**config.mk**
```make
export PLATFORM = sky130hd
export DESIGN_NAME = lpm_ctrl
export DESIGN_NICKNAME = d
export VERILOG_FILES = /design/src/core/lpm_pkg.sv /design/src/core/lpm_ctrl.sv /design/src/core/lpm_rst_filter.sv
export SDC_FILE = /design/constraint.sdc
export NUM_CORES = 1
export LEC_CHECK = 0
export BUFFER_PORTS_ARGS = -buffer_cell sky130_fd_sc_hd__buf_2
export CAP_MARGIN = 15
export CORE_UTILIZATION = 46
export DETAILED_ROUTE_END_ITERATION = 16
export PLACE_DENSITY_LB_ADDON = 0.15
export SLEW_MARGIN = 15
export SYNTH_ARGS = -nofsm -noshare
export SYNTH_HDL_FRONTEND = slang
export SYNTH_SLANG_ARGS = --single-unit
export TNS_END_PERCENT = 20
```
**constraint.sdc**
```tcl
create_clock -name MCLK_I -period 6.3 [get_ports MCLK_I]
set_input_delay 0.63 -clock MCLK_I [delete_from_list [all_inputs] [get_ports MCLK_I]]
set_output_delay 0.63 -clock MCLK_I [all_outputs]
set_load 0.02 [all_outputs]
```
**src/core/lpm_pkg.sv**
```systemverilog
// Purpose: Shared constants and types for the low power mode controller
// Assumes: Oscillator clock and bus clock are the same 200 MHz clock
// Notes:   Register indices are word indices; byte address is index * 4

// ----------------------------------------------------------------------
// Package
// ----------------------------------------------------------------------
package lpm_pkg;

	// Clock and oscillator timing
	localparam int CLK_PERIOD_PS = 5000;
	localparam int OSC_PERIOD_PS = 5000;
	localparam int MCYCLE_OSC = 12;
	localparam int RST_MCYCLES = 2;
	// Reset pin hold time, in oscillator periods
	localparam int RST_HOLD_OSC = RST_MCYCLES * MCYCLE_OSC;
	// Same time in clock cycles, rounded up
	localparam int RST_HOLD_CYC =
		(RST_HOLD_OSC * OSC_PERIOD_PS + CLK_PERIOD_PS - 1) / CLK_PERIOD_PS;
	localparam int RST_CNT_W = 5;

	// Register map
	localparam int WB_ADR_W = 10;
	localparam logic [7:0] PWR_CTRL_IDX = 8'h87;
	localparam logic [7:0] STATUS_IDX = 8'h88;
	localparam logic [9:0] PWR_CTRL_ADR = {PWR_CTRL_IDX, 2'h0};
	localparam logic [9:0] STATUS_ADR = {STATUS_IDX, 2'h0};
	localparam logic [7:0] PWR_WMASK = 8'haf;
	localparam logic [7:0] PWR_RESET = 8'h00;
	localparam logic [1:0] SER_MODE_0 = 2'h0;

	// Operating modes
	typedef enum logic [2:0] {
		MODE_RUN = 3'b001,
		MODE_IDLE = 3'b010,
		MODE_PDOWN = 3'b100
	} lpm_mode_e;

	// Power control register, bit 7 first
	typedef struct packed {
		logic baud_doubler;
		logic rsv6;
		logic ale_quieting;
		logic rsv4;
		logic user_flag_1;
		logic user_flag_0;
		logic powerdown_request;
		logic idle_request;
	} lpm_pwr_s;

	// External bus pin group
	typedef struct packed {
		logic [7:0] p0_data;
		logic p0_oe_n;
		logic [7:0] p2_data;
		logic ale;
		logic prog_fetch_strobe_n;
	} lpm_bus_s;

	// Reset pin filter state
	typedef struct packed {
		logic [1:0] sync;
		logic [RST_CNT_W-1:0] cnt;
		logic active;
	} lpm_rst_s;

	// Main controller state
	typedef struct packed {
		lpm_pwr_s pwr;
		lpm_mode_e mode;
		logic ack;
		logic [7:0] rdata;
		logic ext_meta;
		logic ext_sync;
		logic ext_fetch;
		logic boot;
		lpm_bus_s pins;
		logic halt;
		logic osc_stop;
		logic baud_x2;
		logic cpu_rst;
	} lpm_state_s;

endpackage : lpm_pkg

```
**src/core/lpm_ctrl.sv**
```systemverilog
// Purpose: Idle and power-down control with power control register
// Assumes: Classic Wishbone slave, 32-bit data, byte data in lane 0
// Notes:   CPU, interrupt logic and port latches sit outside this block
//
// Added by the designer: the Wishbone slave port.

`timescale 1ns/1ps

// ----------------------------------------------------------------------
// Power mode controller
// ----------------------------------------------------------------------
// Function
// - In idle the CPU is halted while peripherals keep their clock.
// - Idle leaves CPU state, RAM and registers untouched.
// - Writing the idle bit is the last instruction before the halt.
// - An enabled interrupt ends idle; the CPU resumes at its handler.
// - A hardware reset ends idle and restarts like power-on.
// - Power-down stops the oscillator; only RAM content is kept.
// - Only a hardware reset ends power-down; interrupts do not.
// - The power control register sits at register index 87h.
// - The register is reached as a whole byte, never by bit address.
// - Reset clears every defined bit of the power control register.
// - Layout: baud doubler, rsv, ALE quieting, rsv, flags, PD, idle.
// - Reserved bits read as no fixed value the bench may rely on.
// - Idle: strobes high; ports hold data, or P0 floats, P2 address.
// - Power-down: strobes low; ports hold data, P0 floats if external.
// - Reset pin high for 24 oscillator periods resets the device.
// - ALE quieting pulls the address latch strobe low instead.
// - External data moves still pulse the strobe under quieting.
// - External fetch or fetch past internal memory still pulses it.
module lpm_ctrl
	import lpm_pkg::*;
(
	// Clock and reset
	input wire logic MCLK_I,
	input wire logic RST_I,
	// Wishbone slave
	input wire logic [WB_ADR_W-1:0] ADR_I,
	input wire logic [31:0] DAT_I,
	output logic [31:0] DAT_O,
	input wire logic WE_I,
	input wire logic [3:0] SEL_I,
	input wire logic CYC_I,
	input wire logic STB_I,
	output logic ACK_O,
	// Pins
	input wire logic RST_PIN_I,
	input wire logic EXT_FETCH_SELECT_I,
	// CPU and interrupt side
	input wire logic IRQ_I,
	input wire logic EXTERNAL_DATA_MOVE_I,
	input wire logic PC_ABOVE_INTERNAL_I,
	input wire logic [1:0] SER_MODE_I,
	output logic CPU_HALT_O,
	output logic CPU_RESET_O,
	output logic OSC_STOP_O,
	output logic BAUD_DOUBLE_O,
	// Running bus values and port latches
	input wire logic [7:0] P0_BUS_I,
	input wire logic P0_BUS_OE_N_I,
	input wire logic [7:0] P2_BUS_I,
	input wire logic ALE_BUS_I,
	input wire logic PROG_FETCH_STROBE_BUS_N_I,
	input wire logic [7:0] P0_LATCH_I,
	input wire logic [7:0] P2_LATCH_I,
	input wire logic [7:0] ADDR_HI_I,
	// Pin drivers
	output logic [7:0] P0_O,
	output logic P0_OE_N_O,
	output logic [7:0] P2_O,
	output logic ALE_O,
	output logic PROG_FETCH_STROBE_N_O
);

	lpm_state_s s_reg;
	lpm_state_s s_next;
	logic hw_rst;
	logic req;
	logic hit_pwr;
	logic hit_status;
	logic [7:0] wr_byte;

	// ------------------------------------------------------------------
	// Reset pin qualification
	// ------------------------------------------------------------------
	lpm_rst_filter i_lpm_rst_filter (
		.clk_i(MCLK_I),
		.rst_i(RST_I),
		.pin_i(RST_PIN_I),
		.hw_rst_o(hw_rst)
	);

	// ------------------------------------------------------------------
	// Bus decode
	// ------------------------------------------------------------------
	// Word decode only; the byte sits in lane 0
	assign req = CYC_I & STB_I & ~s_reg.ack;
	assign hit_pwr = (ADR_I == PWR_CTRL_ADR);
	assign hit_status = (ADR_I == STATUS_ADR);
	// Reserved bits are never stored, so they read back as zero
	assign wr_byte = (DAT_I[7:0] & PWR_WMASK)
		| (s_reg.pwr & ~PWR_WMASK);

	// ------------------------------------------------------------------
	// Next state
	// ------------------------------------------------------------------
	// Register access, mode sequencing and pin multiplexing
	always_comb begin
		s_next = s_reg;
		s_next.ack = req;
		s_next.rdata = 8'h00;
		s_next.ext_meta = EXT_FETCH_SELECT_I;
		s_next.ext_sync = s_reg.ext_meta;
		s_next.boot = 1'b0;
		s_next.cpu_rst = hw_rst;

		// Fetch selection is caught at each reset
		if (s_reg.boot | hw_rst) begin
			s_next.ext_fetch = s_reg.ext_sync;
		end

		// Register reads
		if (req & ~WE_I) begin
			if (hit_pwr) begin
				s_next.rdata = s_reg.pwr;
			end else if (hit_status) begin
				s_next.rdata = {4'h0, hw_rst, s_reg.ext_fetch,
					s_reg.mode == MODE_PDOWN,
					s_reg.mode == MODE_IDLE};
			end
		end

		// Mode sequencing
		unique case (s_reg.mode)
			MODE_RUN: begin
				if (req & WE_I & SEL_I[0] & hit_pwr) begin
					s_next.pwr = lpm_pwr_s'(wr_byte);
					if (s_next.pwr.powerdown_request) begin
						s_next.mode = MODE_PDOWN;
					end else if (s_next.pwr.idle_request) begin
						s_next.mode = MODE_IDLE;
					end
				end
			end
			MODE_IDLE: begin
				// Register writes still land; CPU state is untouched
				if (req & WE_I & SEL_I[0] & hit_pwr) begin
					s_next.pwr = lpm_pwr_s'(wr_byte);
				end
				if (IRQ_I) begin
					s_next.pwr.idle_request = 1'b0;
					s_next.mode = MODE_RUN;
				end
			end
			MODE_PDOWN: begin
				// Writes are acknowledged but dropped; no wake source
				s_next.mode = MODE_PDOWN;
			end
		endcase

		// Hardware reset wins over every mode
		if (hw_rst) begin
			s_next.pwr = lpm_pwr_s'(PWR_RESET);
			s_next.mode = MODE_RUN;
		end

		s_next.halt = (s_next.mode != MODE_RUN);
		s_next.osc_stop = (s_next.mode == MODE_PDOWN);
		s_next.baud_x2 = s_next.pwr.baud_doubler
			& (SER_MODE_I != SER_MODE_0);

		// Pin multiplexing per mode
		unique case (s_next.mode)
			MODE_RUN: begin
				s_next.pins.p0_data = P0_BUS_I;
				s_next.pins.p0_oe_n = P0_BUS_OE_N_I;
				s_next.pins.p2_data = P2_BUS_I;
				s_next.pins.prog_fetch_strobe_n = PROG_FETCH_STROBE_BUS_N_I;
				if (s_next.pwr.ale_quieting & ~s_reg.ext_fetch
					& ~PC_ABOVE_INTERNAL_I & ~EXTERNAL_DATA_MOVE_I) begin
					s_next.pins.ale = 1'b0;
				end else begin
					s_next.pins.ale = ALE_BUS_I;
				end
			end
			MODE_IDLE: begin
				s_next.pins.ale = 1'b1;
				s_next.pins.prog_fetch_strobe_n = 1'b1;
				if (s_reg.ext_fetch) begin
					s_next.pins.p0_data = P0_LATCH_I;
					s_next.pins.p0_oe_n = 1'b1;
					s_next.pins.p2_data = ADDR_HI_I;
				end else begin
					s_next.pins.p0_data = P0_LATCH_I;
					s_next.pins.p0_oe_n = 1'b0;
					s_next.pins.p2_data = P2_LATCH_I;
				end
			end
			MODE_PDOWN: begin
				s_next.pins.ale = 1'b0;
				s_next.pins.prog_fetch_strobe_n = 1'b0;
				s_next.pins.p0_data = P0_LATCH_I;
				s_next.pins.p0_oe_n = s_reg.ext_fetch;
				s_next.pins.p2_data = P2_LATCH_I;
			end
		endcase
	end

	// ------------------------------------------------------------------
	// State register
	// ------------------------------------------------------------------
	always_ff @(posedge MCLK_I) begin
		if (RST_I) begin
			s_reg <= '{
				pwr: lpm_pwr_s'(PWR_RESET),
				mode: MODE_RUN,
				ack: 1'b0,
				rdata: 8'h00,
				ext_meta: EXT_FETCH_SELECT_I, // Keeps syncing in reset
				ext_sync: s_reg.ext_meta, // Valid at first capture
				ext_fetch: 1'b0,
				boot: 1'b1,
				pins: '{p0_data: 8'hff, p0_oe_n: 1'b1,
					p2_data: 8'hff, ale: 1'b0,
					prog_fetch_strobe_n: 1'b1},
				halt: 1'b0,
				osc_stop: 1'b0,
				baud_x2: 1'b0,
				cpu_rst: 1'b1
			};
		end else begin
			s_reg <= s_next;
		end
	end

	// ------------------------------------------------------------------
	// Outputs
	// ------------------------------------------------------------------
	assign ACK_O = s_reg.ack;
	assign DAT_O = {24'h000000, s_reg.rdata};
	assign CPU_HALT_O = s_reg.halt;
	assign CPU_RESET_O = s_reg.cpu_rst;
	assign OSC_STOP_O = s_reg.osc_stop;
	assign BAUD_DOUBLE_O = s_reg.baud_x2;
	assign P0_O = s_reg.pins.p0_data;
	assign P0_OE_N_O = s_reg.pins.p0_oe_n;
	assign P2_O = s_reg.pins.p2_data;
	assign ALE_O = s_reg.pins.ale;
	assign PROG_FETCH_STROBE_N_O = s_reg.pins.prog_fetch_strobe_n;

endmodule : lpm_ctrl

```
**src/core/lpm_rst_filter.sv**
```systemverilog
// Purpose: Qualifies the reset pin: two machine cycles high make a reset
// Assumes: Pin is asynchronous to the clock
// Notes:   Output stays high while the pin stays high after qualification

`timescale 1ns/1ps

// ----------------------------------------------------------------------
// Reset pin filter
// ----------------------------------------------------------------------
module lpm_rst_filter
	import lpm_pkg::*;
(
	// Clock and reset
	input wire logic clk_i,
	input wire logic rst_i,
	// Pin and result
	input wire logic pin_i,
	output logic hw_rst_o
);

	localparam logic [RST_CNT_W-1:0] HOLD_LAST =
		RST_CNT_W'(RST_HOLD_CYC - 1);

	lpm_rst_s s_reg;
	lpm_rst_s s_next;

	// Synchronise pin and count how long it stays high
	always_comb begin
		s_next = s_reg;
		s_next.sync = {s_reg.sync[0], pin_i};
		if (s_reg.sync[1]) begin
			if (s_reg.cnt == HOLD_LAST) begin
				s_next.active = 1'b1;
			end else begin
				s_next.cnt = s_reg.cnt + RST_CNT_W'(1);
			end
		end else begin
			s_next.cnt = '0;
			s_next.active = 1'b0;
		end
	end

	// State register
	always_ff @(posedge clk_i) begin
		if (rst_i) begin
			s_reg <= '0;
		end else begin
			s_reg <= s_next;
		end
	end

	assign hw_rst_o = s_reg.active;

endmodule : lpm_rst_filter

```
==> impl.org, run 1 <==
** Routing
- Final ANT Viol Nets :: 0
- For this run, the detailed router's first-pass iteration total came to 4.
- In the final routed layout, each cell accounts on average for approximately 12 um.
- Initial DRC count :: about 110
- Vias after detailed routing :: 2051
- DRT Wirelength :: 4970 um
- DRC errors left :: 0
- Using the TritonRoute via totals, the vias-per-cell ratio works out to 4.81.

** STA
- The final count of pins violating max slew was 0.
- Setup slack on the critical path of the routed design comes to between 3000 and 4000 ps.
- Setup violations remaining at the end of the flow were counted as 0.
- Min Clock Period, post-route :: 3100 ps
- In the finished design, the share of the clock period the worst path needs comes to 0.492.
- Timing would allow up to ~0.32 GHz.
- Worst slew margin relative to its limit :: 0.414
- In the final timing run, aggregate negative setup slack is 0 ps.
- Unrepaired setup endpoints after global routing :: false
- Across the routed clock network, the largest skew measured is 7.70 ps.
- For the pin with the worst max-slew slack, the measured transition is between 800 and 900 ps.
- The number of hold violations in the final report was 0.

** Layout
- Syn-to-layout area delta :: 15.5%
- Sequential cell area :: ~0.0011 mm2
- Utilization of the core after routing :: 0.568
- Fill cell instance count of the final layout :: 518
- Total Nets Final :: around 460
- Of the cells placed in the final design, the portion with a size suffix greater than 1 is 0.346.
- Commonest non-fill, non-tap cell in the layout :: sky130_fd_sc_hd__buf_2
- Antenna diode instance count :: 0
- The register with the most flip-flops in the layout has 14 of them.
- In the layout the commonest cells are 103 x sky130_fd_sc_hd__buf_2, 55 x sky130_fd_sc_hd__dfxtp_1, 38 x sky130_fd_sc_hd__nor2_1.
- Multi-input combinational cell area :: 0.00115 mm2

** Pwr
- The share of total power dissipated in combinational logic is 0.110.
- Part of the total power dissipated in the clock network :: 0.340
- Of the total power, the share spent switching nets is 0.234.
- VDD sags by at most about 0.15 mV.
- Summing internal, switching and leakage power gives 0.654 mW.
- Summed over all cells, the static leakage comes to 1.32 nW.
- Of the total power, registers draw 0.549.
- For this design the total switching power over the nets is about 0.15 mW.
- The internal power of the cells totals 0.501 mW.
- Dividing total power by cell area gives a power density of 220 mW/mm2.

** Clock tree
- In this run, CTS created clock tree buffers numbering 5.
- In this run, post-CTS hold repair placed 0 buffers.
- TritonCTS built the clock tree.
- In this run the deepest clock path goes through 2 buffers.
- Buffers added to address setup during post-CTS repair amount to 0.
- Clock latency on the worst-skew pair, taken at its later pin, is 300 ps.
- In this run, post-CTS repair resized a total of 0 instances.
- The H-tree generated during clock tree synthesis spans 2 levels.
- Root cell of the clock tree :: sky130_fd_sc_hd__clkbuf_8
- For this design, the sink count on the clock tree is 55.
- Register clock-pin slew on the reported worst setup and hold paths :: 90 ps

** Synth
- Register bit total from synthesis :: 55
- Count of synthesis-stage warnings from yosys :: 0
- Count of unique library cells instantiated by Yosys :: 45
- Mapped Avg Cell Area :: 9.23 um2
- Number of synthesized flops with an enable pin :: 0
- Area of the mapped netlist :: 0.00257 mm2
- Ys async rst share :: 0
- Dominant synthesized flop cell :: sky130_fd_sc_hd__dfxtp_1
- Seq/Total Area, Yosys :: 0.428
- Gate count after technology mapping :: 279

** Floorplanning
- The initialized floorplan defines 26 standard-cell rows.
- In this run the vertical extent of the chip is 76.8 um.
- In this run the count of I/O pins placed on the die edge is 157.
- The floorplan step defined a die boundary enclosing 0.00590 mm2.
- The initial utilization of the core area, before any placement, comes to 0.492.
- Die boundary width :: 76.8 um
- In this run the standard cell core region covers roughly 0.0052 mm2.

** Min path
- The path class of the tightest hold or removal check is flop to flop.

** Critical path
- Req. time, crit path :: 6540 ps
- Kind of critical path :: primary input to flop
- Data on the critical path arrives at its endpoint at ~3400 ps.
- Of all nets on the critical path, the largest fanout is 19.
- Setup slack on the worst reg-to-reg path comes out at 3620 ps.
- Kind of end point of the critical path :: flop
- Category of the worst setup path launch point :: primary input

** Place
- Input and output buffers added on the ports amount to between 100 and 150.
- The congestion estimate from routability-driven global placement came to just under 0.8.
- Dpl ws :: between 2000 and 3000 ps
- Half-perimeter wire length after detailed placement :: between 3000 and 4000 um

** GRT
- Antenna violations before repair :: 0
- In the global route stage, overall resource usage came out at 0.175.
- Number of global-route vias before repair :: 1867
- Wire length of the first global-routing pass :: 8250 um
- The total overflow left after global routing is 0.
- Entering global routing, the biggest net connects 41 pins.

** Run
- Across the run, the number of max-cap violations was 0.

** Outcome
- Run status :: complete, no violations
kinds of logic after synthesis:
logic type      share of synthesized area
simple gates                        0.216
xor+xnor                           0.0243
buf+inv                             0.159
compound gates                      0.117
mux                                0.0505
flops                               0.428
other cells                       0.00146
fa+ha+maj                         0.00486
power by group through the flow:
stage               combinational (mW)  sequential, mW  clock [mW]
finish                          0.0721           0.360       0.223
global route                    0.0786           0.361       0.251
CTS                             0.0724           0.360       0.233
detailed placement              0.0723           0.368           0
global placement                0.0713           0.368           0
floorplan                       0.0560           0.370           0
cells in the mapped netlist, types with 2 or more instances:
library cell / n / area share
sky130_fd_sc_hd__a31o_2: 2 / 0.0068
sky130_fd_sc_hd__a22o_1: 4 / 0.014
sky130_fd_sc_hd__xor2_1: 2 / 0.0068
sky130_fd_sc_hd__nand3b_1: 2 / 0.0058
sky130_fd_sc_hd__a31oi_1: 2 / 0.0049
sky130_fd_sc_hd__nand2b_1: 7 / 0.017
sky130_fd_sc_hd__buf_4: 48 / 0.14
sky130_fd_sc_hd__nor4_1: 2 / 0.0049
sky130_fd_sc_hd__nor3_1: 5 / 0.0097
sky130_fd_sc_hd__clkbuf_1: 7 / 0.010
sky130_fd_sc_hd__or3_1: 2 / 0.0049
sky130_fd_sc_hd__o21ai_0: 17 / 0.033
sky130_fd_sc_hd__nor2b_1: 4 / 0.0097
sky130_fd_sc_hd__nor4b_4: 2 / 0.018
sky130_fd_sc_hd__or2_2: 2 / 0.0049
sky130_fd_sc_hd__mux2i_1: 13 / 0.051
sky130_fd_sc_hd__xnor2_1: 2 / 0.0068
sky130_fd_sc_hd__and2_1: 2 / 0.0049
sky130_fd_sc_hd__nand2_1: 7 / 0.010
sky130_fd_sc_hd__a21oi_1: 14 / 0.027
sky130_fd_sc_hd__nand3_1: 13 / 0.025
sky130_fd_sc_hd__o21a_1: 3 / 0.0087
sky130_fd_sc_hd__dfxtp_1: 55 / 0.43
sky130_fd_sc_hd__nand4b_1: 2 / 0.0068
sky130_fd_sc_hd__nor2_1: 38 / 0.055
sky130_fd_sc_hd__inv_1: 3 / 0.0044
stage by stage:
| step | std cells | hold WS (ps) | area, um2 |
|---|---|---|---|
| 4_1_cts | 426 | 346 | 2970 |
| 3_5_place_dp | 419 | 322 | 2870 |
| 5_1_grt | 426 | 359 | 2970 |
| 2_1_floorplan | 302 | 310 | 2660 |
| 6_report | 426 | 342 | 2970 |
| 3_3_place_gp | 419 | 313 | 2870 |
worst paths after layout:
kind | cells past startpoint | to | startpoint
worst max-delay path | 8 | P2_O[2] | ADR_I[1]
worst min-delay path | 0 | s_reg[25] | s_next[25]
worst max register to register | 7 | P2_O[2] | ACK_O
worst min register to register | 0 | s_reg[25] | s_next[25]
area by class of cell:
| cell class | instances | share of cell area |
|---|---|---|
| repair buffers | 103 | 0.173 |
| well taps | 70 | 0.0295 |
| inverters | 3 | 0.00379 |
| clock buffers | 5 | 0.0231 |
| clock inverters | 2 | 0.0126 |
| multi-input cells | 188 | 0.387 |
| flip-flops and latches | 55 | 0.370 |
per-layer routing:
metal | up-vias | share of wire | GRT usage
met4 | 0 | 0.0093 | 0.0462
met5 | - | 0 | 0
met2 | 69 | 0.51 | 0.314
met3 | 6 | 0.063 | 0.0488
met1 | 940 | 0.42 | 0.201
li1 | 1036 | - | -
critical path: stages:
cell	delay, ps
sky130_fd_sc_hd__buf_2	90
sky130_fd_sc_hd__or4_4	550
sky130_fd_sc_hd__nor4_4	500
sky130_fd_sc_hd__o21ai_2	100
sky130_fd_sc_hd__a221o_1	630
sky130_fd_sc_hd__nor4b_4	580
sky130_fd_sc_hd__a21oi_1	140
sky130_fd_sc_hd__nand3_1	110
(Power assumes the default switching activity.)
==> inputs of run 2 (changes only) <==
--- a/config.mk
+++ b/config.mk
@@ -7,7 +7,7 @@
 export LEC_CHECK = 0
 export BUFFER_PORTS_ARGS = -buffer_cell sky130_fd_sc_hd__buf_2
 export CAP_MARGIN = 15
-export CORE_UTILIZATION = 46
+export CORE_UTILIZATION = 43
 export DETAILED_ROUTE_END_ITERATION = 16
 export PLACE_DENSITY_LB_ADDON = 0.15
 export SLEW_MARGIN = 15
==> constraint.sdc (replaced) <==
create_clock -name MCLK_I -period 3.11 [get_ports MCLK_I]
set_input_delay 0.311 -clock MCLK_I [delete_from_list [all_inputs] [get_ports MCLK_I]]
set_output_delay 0.311 -clock MCLK_I [all_outputs]
set_load 0.02 [all_outputs]
==> impl.org, run 2 (synthesized netlist as in run 1, its figures left out) <==
** Outcome
- Run status :: complete, no violations

** Routing
- Routed length on met1 :: roughly 2000 um
- Met2 Routed Length :: approximately 2500 um
- Length of routed met3 wiring :: 304 um
- Once detail routing completed, the nets flagged for antenna violations numbered 0.
- Vias after detailed routing :: 2017
- The final layout contains routed wiring with a total length of 4900 um.
- In this run, the number of DRC markers left after iteration 0 of detailed routing was 73.
- The detailed router used layers up to and including met4.
- In the routed layout, each cell is associated on average with a via count of ~4.7.
- DRC errors left :: 0
- Number of iterations in the first detailed-routing pass :: 4
- Routed length per placed instance :: 11.4 um

** GRT
- Wire length of the first global-routing pass :: 8560 um
- For this run the aggregate overflow at the end of global routing stands at 0.
- Antenna violations before repair :: 0
- The number of global-route vias before repair is 1954.
- GRT Total Usage :: 0.171
- Largest net degree at the start of global routing :: 41

** Clock tree
- CTS sink cnt :: 55
- Root cell of the clock tree :: sky130_fd_sc_hd__clkbuf_8
- Number of buffers added to fix hold violations after cts :: 0
- Post-CTS Setup Bufs :: 0
- TritonCTS built the clock tree.
- After clock tree synthesis, the clock-pin slew on the worst setup and hold paths is 100 ps.
- CTS built an H-tree with a depth of 2.
- TritonCTS Buffers :: 5
- After clock tree synthesis, the repair step resized 0 gates.
- No sink is reached through more buffers than the 2 on the longest clock path.
- Clock insertion delay at the later pin of the skew report :: 310 ps

** Pwr
- PD cells :: 449 mW/mm2
- The worst-case IR drop observed on VDD is just under 0.2 mV.
- Cell leakage power :: 1.33 nW
- The design draws 1.35 mW.

** Critical path
- In this run the worst setup path begins at s_reg[37].
- Slowest CP cell :: sky130_fd_sc_hd__nor3b_1
- Largest stage delay, worst path :: 540 ps
- At the worst endpoint, the required time is 3360 ps.
- The critical path is of the flop to flop type.
- Of all nets on the critical path, the largest fanout is 8.
- FF-to-FF path depth :: 7
- In this run the register-to-register setup slack is just under 700 ps.
- Top delay family on crit path :: simple AND/OR/NAND/NOR gates
- The worst register-to-register path begins at s_reg[37].
- Endpoint arrival time on the critical path :: ~2700 ps
- Terminus of the critical flop-to-flop path :: P2_O[7]
- CP bufs+invs :: 0
- The worst setup path is launched from a flop.
- Kind of end point of the critical path :: flop
- The critical path goes through nor3b_1 > nand2b_1 > a31o_2 > nor2_4 > nor4b_4 > a21oi_1 > nand3_1.

** Layout
- The layout has 546 filler cells.
- Measured on the finished design, the core utilization comes to 0.531.
- Leaving out fill and tap cells, the most frequent cell in the layout is sky130_fd_sc_hd__buf_2.
- The repair_antennas step left the layout with diodes totalling 0.
- Number of flip-flops in the largest register :: 14
- Non-filler instance count after layout :: 431
- Relative to the synthesized area, the layout overhead comes to 16.4%.
- In the layout the commonest cells are 103 x sky130_fd_sc_hd__buf_2, 55 x sky130_fd_sc_hd__dfxtp_1, 38 x sky130_fd_sc_hd__nor2_1.
- Of the cells placed in the final design, the portion with a size suffix greater than 1 is 0.351.
- Total Nets Final :: 460
- Summing all non-filler instances in the final layout gives an area of around 0.003 mm2.

** STA
- The number of hold violations in the final report came to 0.
- Pins over their slew limit :: 0
- Unrepaired setup endpoints after global routing :: false
- Count of final setup violators :: 0
- Fin Hold WS :: 105 ps
- Worst slew margin relative to its limit :: 0.538
- Slew at the pin closest to its max-slew limit :: 686 ps
- Top achievable clock speed :: 0.411 GHz
- Post-Route Skew :: between 7 and 8 ps
- Total Negative Setup Slacks :: 0 ps
- Final period utilization :: 0.783
- Min Clock Period, post-route :: between 2000 and 2500 ps
- Least setup slack across all paths after layout :: 675 ps

** Floorplanning
- Number of primary I/O pins :: 157
- For this configuration, the core starts out at a cell density of 0.456.
- Total Die Area :: 0.00630 mm2
- Std cell rows :: 27
- The die is roughly 80 um wide.
- After floorplanning, the core was sized to cover 0.00564 mm2.
- The die is 79.4 um tall.

** Min path
- Hold path startpoint :: EXT_FETCH_SELECT_I
- The path class of the tightest hold or removal check is primary input to flop.
- Hold Crit Depth :: 1
- Worst Hold End :: s_next[25]

** Place
- Area post-placement :: 0.00288 mm2
- Once placement completed, the tool counted placed cells totaling 423.
- Half-perimeter wire length after detailed placement :: 3710 um
- Global placement routability congestion :: between 0.7 and 0.8
- Port-buffer cells :: 103
- Dpl ws :: 387 ps

** Run
- Across the run, the number of max-cap violations was 0.
-- run 2: power breakdown --
group	switching, mW	leakage [nW]	internal [mW]
combinational	0.0877	0.825	0.0576
clock	0.232	0.0581	0.240
sequential	0.00558	0.451	0.723
total	0.325	1.33	1.02
-- run 2: per-layer routing --
layer / GRT usage / vias up
met4: 0.0636 / 0
met5: 0 / -
met2: 0.303 / 71
met1: 0.200 / 899
li1: - / 1039
met3: 0.0400 / 8
-- run 2: layout make-up --
class                           count  area [um2]  area share
Clock inverter                      3        43.8      0.0146
Sequential cell                    55        1100       0.367
Inverter                            3        11.3     0.00376
Timing Repair Buffer              105         531       0.177
Clock buffer                        5        68.8      0.0230
Tap cell                           72        90.1      0.0301
Multi-Input combinational cell    188        1150       0.384
-- run 2: worst max-delay path by stage --
stage / to / slack, ps / cells past startpoint
after global placement: P2_O[3] / 380 / 8
after CTS: P2_O[7] / 680 / 7
after detailed placement: P2_O[7] / 390 / 8
after floorplan: P2_O[1] / 710 / 8
final: P2_O[7] / 670 / 7
after global routing: P2_O[6] / 330 / 7
==> inputs of run 3 (changes only) <==
--- a/config.mk
+++ b/config.mk
@@ -5,9 +5,10 @@
 export SDC_FILE = /design/constraint.sdc
 export NUM_CORES = 1
 export LEC_CHECK = 0
+export ABC_AREA = 1
 export BUFFER_PORTS_ARGS = -buffer_cell sky130_fd_sc_hd__buf_2
 export CAP_MARGIN = 15
-export CORE_UTILIZATION = 43
+export CORE_UTILIZATION = 45
 export DETAILED_ROUTE_END_ITERATION = 16
 export PLACE_DENSITY_LB_ADDON = 0.15
 export SLEW_MARGIN = 15
==> constraint.sdc (replaced) <==
create_clock -name MCLK_I -period 2.35 [get_ports MCLK_I]
set_input_delay 0.235 -clock MCLK_I [delete_from_list [all_inputs] [get_ports MCLK_I]]
set_output_delay 0.235 -clock MCLK_I [all_outputs]
set_load 0.02 [all_outputs]
==> impl.org, run 3 <==
** Pwr
- PD cells :: 561 mW/mm2
- Across the VDD grid, the largest voltage drop is 0.356 mV.
- In this run the static leakage power is around 1.6 nW.
- Overall power consumption after layout is estimated at 1.84 mW.

** Synth
- Area of the mapped netlist :: roughly 0.0029 mm2
- Multiplexer fraction of the synthesized cell area :: 0.0278
- The synthesized design contains 55 register bits.
- Ys async rst share :: 0
- Count of synthesis-stage warnings from yosys :: 0
- By area, the combinational part of the netlist is dominated by simple AND/OR/NAND/NOR gates.
- Cell type contributing the most total cell area after synthesis :: sky130_fd_sc_hd__dfxtp_1
- After synthesis, the cell types taking the most area are sky130_fd_sc_hd__dfxtp_1 38%, sky130_fd_sc_hd__buf_4 13%, sky130_fd_sc_hd__nand3_2 8.7%.
- For this run, the register share of the synthesized area comes to 0.383.
- Fraction of the mapped netlist area in adder cells :: 0.00435
- The fraction of the mapped netlist area in compound gates is 0.0600.
- Of the total synthesized cell area, the portion taken by AND, OR, NAND and NOR gates is 0.330.
- Synthesis handed over a netlist of 340 instances.
- Among all flip-flop cells after synthesis, the most frequent one is sky130_fd_sc_hd__dfxtp_1.
- Top-count cell post-synth :: sky130_fd_sc_hd__dfxtp_1
- Post-synth top area share :: 0.383
- The synthesized design contains 0 enable-type register cells.
- Mapped Avg Cell Area :: 8.46 um2
- Synth Area in XOR/XNOR :: 0.00304
- Count of unique library cells instantiated by Yosys :: 35
- Top cell types by occurrence after synthesis :: 55 x sky130_fd_sc_hd__dfxtp_1, 48 x sky130_fd_sc_hd__buf_4, 36 x sky130_fd_sc_hd__nand2_1, 34 x sky130_fd_sc_hd__nor2_1

** Routing
- Routed length per placed instance :: 11.5 um
- Routed vias/inst :: 4.72
- The routed layout has approximately 2300 vias.
- DRC errors left :: 0
- The count of nets left with antenna violations once routing finished came out at 0.
- DRT Wirelength :: approximately 5700 um
- Number of iterations in the first detailed-routing pass :: 4
- Initial DRC count :: 91

** STA
- Setup repair after global routing left no endpoint under its margin.
- The worst pin sits at a relative slew slack of 0.599.
- Min Clock Period, post-route :: just over 2000 ps
- Between clock sinks in the finished design, the worst skew comes to 7.26 ps.
- Pins over their slew limit :: 0
- Of the available clock period, the critical path in the final layout requires 0.867.
- The number of hold violations in the final report came to 0.
- Top achievable clock speed :: 0.491 GHz
- Hold timing on the final database bottoms out at a slack of 33.1 ps.
- For the final routed database, the setup TNS stands at 0 ps.
- Count of final setup violators :: 0
- Slew at the pin closest to its max-slew limit :: between 600 and 700 ps

** Clock tree
- TritonCTS built the clock tree.
- Clock insertion delay at the later pin of the skew report :: roughly 300 ps
- In this run the number of H-tree levels came out at 2.
- After clock tree synthesis, the clock-pin slew on the worst setup and hold paths is 100 ps.
- The clock net in this run drives a total of 55 sinks.
- Buffers added to address setup during post-CTS repair amount to 0.
- Buffer levels on the longest clock path :: 2
- Once the clock tree was built, the resizer swapped 0 gates to a different size.
- The tree is rooted in a sky130_fd_sc_hd__clkbuf_8.
- Buffers inserted during clock tree synthesis total 5.
- In this run, post-CTS hold repair placed 0 buffers.

** Layout
- Relative to the synthesized area, the layout overhead comes to 14.3%.
- The repair_antennas step left the layout with diodes totalling 0.
- Design area :: 0.00329 mm2
- Utilization of the core after routing :: 0.546
- Of the cells placed in the final design, the portion with a size suffix greater than 1 is 0.406.
- Most frequent cells in the layout :: 103 x sky130_fd_sc_hd__buf_2, 55 x sky130_fd_sc_hd__dfxtp_1, 36 x sky130_fd_sc_hd__nand2_1
- For this run, the post-layout net count is 522.
- The library cell used most frequently in the layout, excluding fill and tap cells, is sky130_fd_sc_hd__buf_2.
- The register with the most flip-flops in the layout has 14 of them.

** Critical path
- For this design, the slowest cell found on the critical path is sky130_fd_sc_hd__dfxtp_1.
- Data on the critical path arrives at its endpoint at around 2200 ps.
- Traced cell by cell, the critical path runs through inv_1 > nand3_4 > nor2_8 > nand3_2 > nand2_2 > o21ai_2 > nor2_4 > nand3_4 > buf_4 > nand3_2 > nand3_1.
- STA classifies the critical path startpoint as a flop.
- The critical path in this run is classified as flop to flop.
- The worst setup path is captured at a flop.
- The largest single stage delay on the critical path is around 320 ps.
- Crit-path max FO :: 16
- CP bufs+invs :: 2
- For the worst setup path, the data required time is 2530 ps.
- The kind of cell with the highest combined delay along the critical path is simple AND/OR/NAND/NOR gates.

** Floorplanning
- After floorplanning, the core was sized to cover 0.00603 mm2.
- Row generation in the floorplan step produced 28 rows.
- For this configuration, the core starts out at a cell density of 0.477.
- Number of primary I/O pins :: about 160
- In this run the horizontal extent of the chip is between 80 and 90 um.
- The floorplan step set the die height to 82.0 um.
- Total Die Area :: between 0.006 and 0.007 mm2

** Min path
- The path class of the tightest hold or removal check is primary input to flop.

** Run
- Across the run, the number of max-cap violations was 0.

** Place
- After detailed placement, the total cell area comes to 0.00317 mm2.
- The congestion estimate from routability-driven global placement came to approximately 0.85.
- Half-perimeter wire length after detailed placement :: around 4400 um
- Buffers placed on the I/O ports in this run total roughly 100.

** Outcome
- The flow ran to the end, and the final reports show no timing, DRC or antenna violations.

** GRT
- The number of global-route vias before repair came to ~2000.
- Antenna violations before repair :: 0
- Wire length of the first global-routing pass :: slightly above 9000 um
- Entering global routing, the biggest net connects 17 pins.
- Global route total overflow :: 0
- GRT Total Usage :: 0.175
==> run 3: cell count changes after synthesis, sizes merged, moves of 4 or more <==
cell | before | now
mux2i | 13 | 8
nand2b | 7 | 0
buf | 49 | 56
nand2 | 7 | 44
nand3 | 13 | 49
a22o | 4 | 0
nor2 | 40 | 45
inv | 3 | 28
o21ai | 18 | 11
nand4 | 0 | 12
nor2b | 4 | 0
clkbuf | 7 | 2
==> run 3: final cells by class <==
cell class / instances / area (um2)
inverter: 29 / 110
clock inverter: 2 / 35.0
clock buffer: 6 / 82.6
timing repair buffer: 108 / 553
tap: 75 / 93.8
fill: 591 / 2740
sequential: 55 / 1100
multi-input combinational: 221 / 1310
==> run 3: cells by family (layout without fill, tap and decap cells) <==
group                    Yosys count  in the layout
AND/OR/NAND/NOR                  157            157
buffers and inverters             87            145
flip-flops                        55             55
AO/OA/AOI/OAI                     30             30
multiplexers                       8              8
adder cells (fa/ha/maj)            1              1
other                              1             24
XOR/XNOR                           1              1
==> run 3: worst paths after layout <==
kind / from / endpoint / slack [ps] / cells after the start
hold reg to reg: s_next[25] / s_reg[25] / 330 / 0
setup / recovery: ACK_O / P0_O[6] / 310 / 11
hold / removal: EXT_FETCH_SELECT_I / s_next[25] / 30 / 1
setup reg to reg: ACK_O / P0_O[6] / 310 / 11
==> run 3: power breakdown <==
| group | switching, mW | internal, mW |
|---|---|---|
| combinational | 0.138 | 0.0923 |
| sequential | 0.0111 | 0.956 |
| clock | 0.301 | 0.345 |
==> run 3: routing by layer <==
layer  GRT usage  part of all wire
met1       0.219              0.44
met2       0.298              0.48
met3      0.0444             0.065
met4      0.0421             0.011
met5           0                 0
==> run 3: per-stage QoR <==
| stage | std cells | worst slack, ps |
|---|---|---|
| after floorplan | 363 | 663 |
| after global placement | 488 | 315 |
| after detailed placement | 488 | 289 |
| after CTS | 496 | 306 |
| after global routing | 496 | 124 |
| final | 496 | 312 |
